--- config.mk ---
export PLATFORM = sky130hd
export DESIGN_NAME = acb_bank
export DESIGN_NICKNAME = d
export VERILOG_FILES = /design/src/acb_pkg.sv /design/src/acb_bank.sv
export VERILOG_INCLUDE_DIRS = /design/src
export SDC_FILE = /design/constraint.sdc
export NUM_CORES = 1
export LEC_CHECK = 0
export BUFFER_PORTS_ARGS = -buffer_cell sky130_fd_sc_hd__clkbuf_2
export CAP_MARGIN = 10
export CORE_MARGIN = 10
export CORE_UTILIZATION = 52
export DETAILED_ROUTE_END_ITERATION = 7
export PLACE_DENSITY = 0.89
export REMOVE_ABC_BUFFERS = 1
export SKIP_LAST_GASP = 1
export SYNTH_ARGS = -nofsm -noshare
export SYNTH_HDL_FRONTEND = slang
export SYNTH_SLANG_ARGS = --single-unit
--- constraint.sdc ---
create_clock -name clk -period 3.33 [get_ports clk]
set_input_delay 0.666 -clock clk [delete_from_list [all_inputs] [get_ports clk]]
set_output_delay 0.666 -clock clk [all_outputs]
set_load 0.05 [all_outputs]
--- src/acb_defines.svh ---
`ifndef ACB_DEFINES_SVH
`define ACB_DEFINES_SVH

// Register indices; byte address is four times the index
`define ACB_IDX_DIST_SYNC      12'h0A02
`define ACB_IDX_RESET_FUNCS    12'h0A03
`define ACB_IDX_CLR_SYSTEM_TIMEBASE_CLOCK     12'h0A04
`define ACB_IDX_CLR_SYNC_WD    12'h0A05
`define ACB_IDX_CLR_DPLL       12'h0A06
`define ACB_IDX_CLR_HISTORY    12'h0A07
`define ACB_IDX_EVT_STATUS     12'h0A10
`define ACB_IDX_EVT_MASK       12'h0A11
`define ACB_IDX_WDOG_STATUS    12'h0A12

// Distribution sync register fields
`define ACB_DSYNC_BIT          1
`define ACB_DSYNC_RST          1'b0

// One-shot reset function bit positions
`define ACB_RF_LOOP_FILTER     6
`define ACB_RF_PREFILTER       5
`define ACB_RF_AUTO_SYNC       3
`define ACB_RF_TW_HISTORY      2
`define ACB_RF_ALL_IRQ         1
`define ACB_RF_WATCHDOG        0

// Implemented bits of each clear register
`define ACB_MASK_CLR_SYSTEM_TIMEBASE_CLOCK    8'h3F
`define ACB_MASK_CLR_SYNC_WD   8'h1F
`define ACB_MASK_CLR_DPLL      8'hFF
`define ACB_MASK_CLR_HISTORY   8'h1F

// Event status bits
`define ACB_EVT_WDOG           0
`define ACB_EVT_RESTART        1
`define ACB_EVT_CLEAR_ALL      2
`define ACB_EVT_RST            3'h0
`define ACB_MSK_RST            3'h0

// Watchdog timeout in cycles
`define ACB_WDOG_CYCLES        100000

`endif

--- src/acb_pkg.sv ---
`default_nettype none
`include "acb_defines.svh"
package acb_pkg;

   // Whole state of the bank
   typedef struct packed {
      logic            wreq;
      logic [31:0]     rdata;
      logic            dsync;
      logic            restart;
      logic            lf;
      logic            pf;
      logic            asyn;
      logic            twh;
      logic [3:0][7:0] clr;
      logic [31:0]     wd_cnt;
      logic            wd_exp;
      logic            wd_to;
      logic [2:0]      sts;
      logic [2:0]      msk;
      logic            irq;
   } acb_state_t;

endpackage
`default_nettype wire

--- src/acb_bank.sv ---
// Notes on behaviour
// - Writing 1 to distribution sync bit 1 starts output synchronization.
// - Unmasked outputs stall while the bit is 1, restart on 1 to 0.
// - Every reset-functions bit clears itself after being set.
// - Bit 6 of reset functions flushes the loop filter state.
// - Bit 5 of reset functions flushes the pre-filter state.
// - Bit 3 returns automatic synchronization logic to reset.
// - Bit 2 flushes tuning-word history used for holdover.
// - Bit 1 clears every interrupt monitor bit, as all clear bits at once.
// - Bit 0 after watchdog expiry starts a new watchdog cycle.
// - Bit 0 before expiry restarts count from zero, no timeout event.
// - Clear bits mirror monitor layout; a 1 resets that monitor bit.
// - Clear register bits return to 0 by themselves after each write.
// - System clock clear bits 5..0 cover lock and calibration events.
// - Second clear register bits 4..0 cover pin, sync, watchdog, memory.
// - Digital PLL clear bits 7..0 cover loop state and lock events.
// - Fourth clear register bits 4..0 cover history, clamp, slew.
`timescale 1ns/1ps
`default_nettype none
`include "acb_defines.svh"

module acb_bank
   import acb_pkg::*;
#(
   parameter int unsigned WDOG_CYCLES = `ACB_WDOG_CYCLES
) (
   input  wire logic        clk,
   input  wire logic        rst,
   input  wire logic        ce,
   input  wire logic [13:0] avs_address,
   input  wire logic        avs_read,
   input  wire logic        avs_write,
   input  wire logic [31:0] avs_writedata,
   input  wire logic [3:0]  avs_byteenable,
   output var  logic [31:0] avs_readdata,
   output var  logic        avs_waitrequest,
   output var  logic        dist_stall,
   output var  logic        dist_restart,
   output var  logic        loop_filter_flush,
   output var  logic        prefilter_flush,
   output var  logic        auto_sync_flush,
   output var  logic        tuning_word_history_flush,
   output var  logic [7:0]  irq_clear_sysclock_pll,
   output var  logic [7:0]  irq_clear_sync_watchdog_nvm,
   output var  logic [7:0]  irq_clear_digital_pll,
   output var  logic [7:0]  irq_clear_history_limits,
   output var  logic        wdog_timeout,
   output var  logic        irq
);

   acb_state_t r;
   acb_state_t n;

   // Clear-register bit masks in index order
   localparam logic [3:0][7:0] CLR_MASK = {`ACB_MASK_CLR_HISTORY,
                                           `ACB_MASK_CLR_DPLL,
                                           `ACB_MASK_CLR_SYNC_WD,
                                           `ACB_MASK_CLR_SYSTEM_TIMEBASE_CLOCK};
   localparam logic [31:0] WD_LAST = 32'(WDOG_CYCLES - 1);

   // Word address match at an aligned byte address
   function automatic logic hit(input logic [13:0] a, input logic [11:0] idx);
      hit = (a[13:2] == idx) && (a[1:0] == 2'b00);
   endfunction

   // Read data for an address; autoclear registers read as zero
   function automatic logic [31:0] rd_mux(input logic [13:0] a,
                                          input acb_state_t s);
      rd_mux = 32'h0000_0000;
      if (hit(a, `ACB_IDX_DIST_SYNC)) begin
         rd_mux[`ACB_DSYNC_BIT] = s.dsync;
      end
      if (hit(a, `ACB_IDX_EVT_STATUS)) begin
         rd_mux[2:0] = s.sts;
      end
      if (hit(a, `ACB_IDX_EVT_MASK)) begin
         rd_mux[2:0] = s.msk;
      end
      if (hit(a, `ACB_IDX_WDOG_STATUS)) begin
         rd_mux[0] = s.wd_exp;
      end
   endfunction

   logic       wr_go;
   logic [7:0] wd;
   logic       rf_hit;

   // Write commit: request held and waitrequest already low
   assign wr_go  = ce & avs_write & ~avs_read & ~r.wreq & avs_byteenable[0];
   assign wd     = avs_writedata[7:0];
   assign rf_hit = hit(avs_address, `ACB_IDX_RESET_FUNCS);

   // Next-state logic for the whole bank
   always_comb begin
      logic [2:0] ev;
      logic [2:0] w1c;
      logic       wd_clr;
      logic       all_clr;
      n       = r;
      ev      = 3'h0;
      w1c     = 3'h0;
      wd_clr  = 1'b0;
      all_clr = 1'b0;
      if (ce) begin
         // One-cycle strobes fall back to zero
         n.restart = 1'b0;
         n.lf      = 1'b0;
         n.pf      = 1'b0;
         n.asyn    = 1'b0;
         n.twh     = 1'b0;
         n.clr     = '0;
         n.wd_to   = 1'b0;
         // Bus handshake: one wait cycle, then commit
         if ((avs_read | avs_write) && r.wreq) begin
            n.wreq  = 1'b0;
            n.rdata = rd_mux(avs_address, r);
         end else if (!r.wreq) begin
            n.wreq = 1'b1;
         end
         if (wr_go) begin
            if (hit(avs_address, `ACB_IDX_DIST_SYNC)) begin
               n.dsync = wd[`ACB_DSYNC_BIT];
            end
            if (rf_hit) begin
               n.lf    = wd[`ACB_RF_LOOP_FILTER];
               n.pf    = wd[`ACB_RF_PREFILTER];
               n.asyn  = wd[`ACB_RF_AUTO_SYNC];
               n.twh   = wd[`ACB_RF_TW_HISTORY];
               all_clr = wd[`ACB_RF_ALL_IRQ];
               wd_clr  = wd[`ACB_RF_WATCHDOG];
            end
            // Clear strobes follow the monitor layout
            for (int i = 0; i < 4; i++) begin
               if (hit(avs_address, 12'(`ACB_IDX_CLR_SYSTEM_TIMEBASE_CLOCK + i))) begin
                  n.clr[i] = wd & CLR_MASK[i];
               end
            end
            if (hit(avs_address, `ACB_IDX_EVT_STATUS)) begin
               w1c = wd[2:0];
            end
            if (hit(avs_address, `ACB_IDX_EVT_MASK)) begin
               n.msk = wd[2:0];
            end
         end
         if (all_clr) begin
            n.clr = CLR_MASK;
         end
         // Restart pulse on the falling sync bit
         n.restart = r.dsync & ~n.dsync;
         // Watchdog: clear wins over a timeout in the same cycle
         if (wd_clr) begin
            n.wd_cnt = 32'h0000_0000;
            n.wd_exp = 1'b0;
         end else if (!r.wd_exp) begin
            if (r.wd_cnt == WD_LAST) begin
               n.wd_exp = 1'b1;
               n.wd_to  = 1'b1;
               n.wd_cnt = 32'h0000_0000;
            end else begin
               n.wd_cnt = r.wd_cnt + 32'h0000_0001;
            end
         end
         // Sticky events, set wins over write-one clear
         ev[`ACB_EVT_WDOG]      = n.wd_to;
         ev[`ACB_EVT_RESTART]   = n.restart;
         ev[`ACB_EVT_CLEAR_ALL] = all_clr;
         n.sts = (r.sts & ~w1c) | ev;
         n.irq = |(n.sts & n.msk);
      end
   end

   // State register
   always_ff @(posedge clk or posedge rst) begin
      if (rst) begin
         r         <= '0;
         r.wreq    <= 1'b1;
         r.dsync   <= `ACB_DSYNC_RST;
         r.sts     <= `ACB_EVT_RST;
         r.msk     <= `ACB_MSK_RST;
      end else begin
         r <= n;
      end
   end

   // Outputs straight from the state register
   assign avs_readdata                = r.rdata;
   assign avs_waitrequest             = r.wreq;
   assign dist_stall                  = r.dsync;
   assign dist_restart                = r.restart;
   assign loop_filter_flush           = r.lf;
   assign prefilter_flush             = r.pf;
   assign auto_sync_flush             = r.asyn;
   assign tuning_word_history_flush   = r.twh;
   assign irq_clear_sysclock_pll      = r.clr[0];
   assign irq_clear_sync_watchdog_nvm = r.clr[1];
   assign irq_clear_digital_pll       = r.clr[2];
   assign irq_clear_history_limits    = r.clr[3];
   assign wdog_timeout                = r.wd_to;
   assign irq                         = r.irq;
endmodule
`default_nettype wire

==> impl_metrics.ini, run 1 <==
[final_layout]
layout.cells.most_common = dfrtp_1
final_cell_mix = dfrtp_1, clkbuf_2, conb_1
area.growth.synth_to_final_pct = 6.57
diodes = 0
num-fill-cells = 654
drive_gt1_frac = 0.225
nNetsFinal = 536
final_area_um2 = 4500

[placed_design]
gp_congestion = 0.922
post-dp-hpwl_mm = 7.40
post-place-ws_ns = 0.419
placed_cell_area_um2 = 4300
portBuffers = 63

[grt]
grt_antenna_before_repair = 0
grt_pass1_vias = 3323
grt_pass1_wl_mm = 16.1
overflow = 0
grt.total_usage = 0.164
grt_max_degree = 49

[route]
drt_pass1_iterations = 5
drt-vias-per-instance = 5.78
dr_total_vias = 3392
drc = 0
drt_iter0_drc = 276
drt-total-wl_mm = 10.0
wire_per_inst_um = 17.0
ant_nets = 0

[critical_path]
slowest_stage = nor3b_1
critPathLaunchType = primary input
path_class = primary input to flip-flop
cp_data_required_time_ns = 3.57
path_cells = clkbuf_2 -> nor3b_1 -> nand4_1 -> buf_4 -> nor2_1 -> a21oi_1 -> nor2_4 -> buf_4 -> nor2_1
cp_max_fo = 26
cp_slowest_stage_delay_ns = 0.52
endpoint_kind = flip-flop
worstPathArrival_ns = 2.77

[timing]
fin_worst_skew_ns = 0.0116
hold_viol = 0
min_period_ns = 2.54
max-slew-margin-rel = 0.433
slew_viol_final = 0
finalCritPeriodShare = 0.761
rsz0062_at_grt = no
fin_ws_ns = 0.795
fmax_mhz = 394
setup_viol = 0
worst_slew_pin_slew_ns = 0.843
fin_tns_setup_ns = 0

[run]
maxCapViolations = 0

[die]
die-width_um = 110
die-area_um2 = 12100
die_height_um = 110
core_um2 = 7810
boundaryPins = 128
start_util = 0.541
num_rows = 32

[clock_tree]
root_buffer = clkbuf_8
cts_sinks = 75
cts_buffers = 9
insertion_delay_ns = 0.36
ctsResizeCount = 0
post_cts_buffers = 0
clock_path_buffers = 2
cts_tree = done
clk_pin_slew_worst_paths_ns = 0.10
hold_buffers = 0
htreeDepth = 3

[worst_hold_path]
min_path_type = primary input to async pin

[power]
ir_drop_v = 0.000179
powerDensity_nw_per_um2 = 408
p_leak_nw = 2.14
total_power_mw = 1.84

[yosys]
synth-seq-cells = 75
synth.avg_cell_area_um2 = 9.54
synth_edf_count = 0
ys_types = 63
synth_ff_type = dfrtp_1
syn-cell-area_um2 = 4230
yosys_warnings = 0
yosysSeqAreaShare = 0.444
synth_cells = 443
async_reset_ff_frac = 1.00

[run_status]
status = finished clean
-- report_power, final --
part | switching, mW | internal, mW
registers | 0.00457 | 0.918
clock network | 0.413 | 0.300
logic | 0.172 | 0.0324
total | 0.589 | 1.25
-- state kept, by name (all words and copies together), names as in the netlist, 3 cells and up --
| register | cells |
|---|---|
| avs_readdata | 3 |
| irq_clear_digital_pll | 8 |
| irq_clear_history_limits | 5 |
| irq_clear_sync_watchdog_nvm | 5 |
| irq_clear_sysclock_pll | 6 |
| r | 39 |
-- metal layers --
layer,wire (um),GRT usage
met5,0,0
met1,4040,0.203
met4,238,0.0798
met2,4710,0.266
met3,1000,0.0395
-- synth_stat cells, drive strengths merged, types with 4 or more instances --
| master | count | share of area |
|---|---|---|
| a21oi | 36 | 0.043 |
| buf | 70 | 0.12 |
| clkbuf | 11 | 0.012 |
| nor3 | 8 | 0.013 |
| or3 | 6 | 0.0089 |
| nand3 | 19 | 0.024 |
| o21ai | 34 | 0.043 |
| nor2 | 30 | 0.028 |
| inv | 5 | 0.0044 |
| nor4b | 4 | 0.0083 |
| xor2 | 18 | 0.037 |
| nor4 | 6 | 0.010 |
| nand2 | 26 | 0.023 |
| and3 | 12 | 0.018 |
| and4 | 4 | 0.0089 |
| nand4 | 19 | 0.033 |
| mux2 | 6 | 0.016 |
| o2bb2ai | 5 | 0.010 |
| dfrtp | 74 | 0.44 |
-- through the flow --
step | instances | utilization | hold slack (ns)
CTS | 587 | 0.577 | 0.347
detailed placement | 571 | 0.551 | 0.478
floorplan | 398 | - | 0.451
finish | 587 | 0.577 | 0.340
global route | 587 | 0.577 | 0.387
global placement | 571 | 0.551 | 0.463
-- worst max-delay path: cells and delay by family --
family	cells	cell delay (ns)
compound gates	1	0.16
simple gates	5	1.30
buf+inv	3	0.64
-- worst paths after layout --
path | from | end | slack (ns) | cells past startpoint
max | avs_address[1] | r[35] | 0.79 | 9
min | rst | irq_clear_sysclock_pll[5] | 0.34 | 2
max reg2reg | avs_waitrequest | r[29] | 0.87 | 6
min reg2reg | auto_sync_flush | auto_sync_flush | 0.50 | 1
max in group asynchronous | rst | avs_waitrequest | 2.25 | 3
min in group clk | auto_sync_flush | auto_sync_flush | 0.50 | 1
-- cell families (layout without fill, tap and decap cells) --
family	Yosys count	in the layout	synth area share
simple gates	154	154	0.212
compound gates	97	97	0.137
buf+inv	87	93	0.141
flops	75	75	0.444
xor+xnor	21	21	0.0435
mux	7	7	0.0184
fa+ha+maj	1	1	0.00296
other cells	1	37	0.000887
-- layout make-up --
type,count,area [um2],share of cell area
tap,102,128,0.0283
clock inverter,7,76.3,0.0169
inverter,6,22.5,0.00500
multi-input combinational,317,1890,0.419
timing repair buffer,71,388,0.0861
clock buffer,9,124,0.0275
sequential,75,1880,0.417
No activity file was read; power rests on OpenSTA's default activity.
==> inputs of run 2 (changes only) <==
==> constraint.sdc (replaced) <==
create_clock -name clk -period 2.5 [get_ports clk]
set_input_delay 0.5 -clock clk [delete_from_list [all_inputs] [get_ports clk]]
set_output_delay 0.5 -clock clk [all_outputs]
set_load 0.05 [all_outputs]
==> impl_metrics.ini, run 2 (same netlist as run 1, synthesis figures left out) <==
[critical_path]
cp_max_fo = 12
worstPathArrival_ns = 2.58
slowest_stage = or3b_1
critPathLaunchType = flip-flop
worst-path-buf-inv = 0
cp_slowest_stage_delay_ns = 0.45
cp_top_family = simple AND/OR/NAND/NOR gates
path_class = flip-flop to flip-flop
path_cells = nand4b_1 -> or3b_1 -> o21ai_4 -> nand4_4 -> or3_1 -> a21oi_1
cp_data_required_time_ns = 2.79
endpoint_kind = flip-flop

[route]
wl_met2_mm = 5.23
drt-vias-per-instance = 5.65
drt_iter0_drc = 243
ant_nets = 0
drc = 0
drt_pass1_iterations = 7
wl_met1_mm = 4.15
drt-total-wl_mm = 10.5
wire_per_inst_um = 17.4
route.met3.wl_um = 975
routed.top_layer = met4
dr_total_vias = 3397

[clock_tree]
root_buffer = clkbuf_8
cts_tree = done
insertion_delay_ns = 0.36
hold_buffers = 0
htreeDepth = 3
cts_buffers = 9
clock_path_buffers = 2
cts_sinks = 75
clk_pin_slew_worst_paths_ns = 0.10

[run_status]
status = finished clean

[grt]
overflow = 0
grt_max_degree = 43
grt_pass1_vias = 3460
grt_pass1_wl_mm = 16.8
grt_antenna_before_repair = 0
grt.total_usage = 0.172

[final_layout]
drive_gt1_frac = 0.248
final_area_um2 = 4630
area.growth.synth_to_final_pct = 9.53
layout.cells.most_common = dfrtp_1
diodes = 0
num-fill-cells = 643
fin_util = 0.593
largest_reg_flops = 39
final_cell_mix = dfrtp_1, clkbuf_2, conb_1
nNetsFinal = 550
largest-register = r

[timing]
setup_viol = 0
max-slew-margin-rel = 0.536
slew_viol_final = 0
hold_viol = 0
min_period_ns = 2.29
rsz0062_at_grt = no
worst_slew_pin_slew_ns = 0.687
fin_tns_setup_ns = 0
finalCritPeriodShare = 0.917
fmax_mhz = 436
fin_worst_skew_ns = 0.0133

[placed_design]
portBuffers = 63
placed_cell_area_um2 = 4410
gp_congestion = 0.888
post-dp-hpwl_mm = 7.62

[power]
p_switching_mw = 0.759
total_power_mw = 2.52
pwr-share-seq = 0.488
powerDensity_nw_per_um2 = 544
p_clk_frac = 0.402
p_sw_frac = 0.301
internal_power_mw = 1.76
pwr-share-comb = 0.110
ir_drop_v = 0.000313
p_leak_nw = 2.22

[die]
die_height_um = 110
die-area_um2 = 12100
num_rows = 32
core_um2 = 7810
start_util = 0.541
boundaryPins = 128
die-width_um = 110

[worst_hold_path]
min_path_type = primary input to async pin

[run]
maxCapViolations = 0
==> run 2: worst min-delay path, stage by stage <==
cell and delay (ns):
clkbuf_2 0.09, inv_2 0.05, buf_4 0.37
==> run 2: stage by stage <==
step	worst slack [ns]	hold WS, ns	std cells
3_3_place_gp	0.0583	0.464	585
6_report	0.206	0.207	601
3_5_place_dp	-0.0520	0.479	585
4_1_cts	0.125	0.214	601
2_1_floorplan	-0.0521	0.451	398
5_1_grt	0.0699	0.243	601
==> run 2: final timing paths <==
kind                                        from                   endpoint  slack [ns]  depth (start not counted)
worst min-delay path                         rst  irq_clear_sysclock_pll[0]        0.21                          3
max in group asynchronous                    rst                      r[32]        1.86                          3
worst min register to register      wdog_timeout               wdog_timeout        0.50                          2
min in group clk                avs_writedata[7]   irq_clear_digital_pll[7]        0.36                          3
worst max-delay path             avs_waitrequest                      r[25]        0.21                          6
worst max register to register   avs_waitrequest                      r[25]        0.21                          6
==> run 2: metal layers <==
metal / up-vias / track usage
met2: 142 / 0.301
met3: 12 / 0.0488
met1: 1654 / 0.205
met5: - / 0
li1: 1589 / -
met4: 0 / 0.0422
==> run 2: layout make-up <==
class                      instances  area (um2)  share of cell area
clock buffer                       9         124              0.0268
clock inverter                     7        90.1              0.0195
inverter                           6        22.5             0.00486
multi-input combinational        317        1890               0.409
sequential                        75        1880               0.406
tap                              102         128              0.0276
timing repair buffer              85         493               0.106
==> run 2: power groups by stage <==
| stage | clock network (mW) | registers (mW) | logic [mW] |
|---|---|---|---|
| 2_1_floorplan | 0 | 1.28 | 0.173 |
| 3_3_place_gp | 0 | 1.25 | 0.269 |
| 3_5_place_dp | 0 | 1.25 | 0.272 |
| 4_1_cts | 1.02 | 1.23 | 0.273 |
| 5_1_grt | 1.07 | 1.23 | 0.294 |
| 6_report | 1.01 | 1.23 | 0.276 |
==> run 2: repair_timing <==
| item | 4_1_cts | 5_1_grt |
|---|---|---|
| setup endpoints to repair | 0 | 2 |
| gates resized for setup | 0 | 1 |
| setup buffers | 0 | 0 |
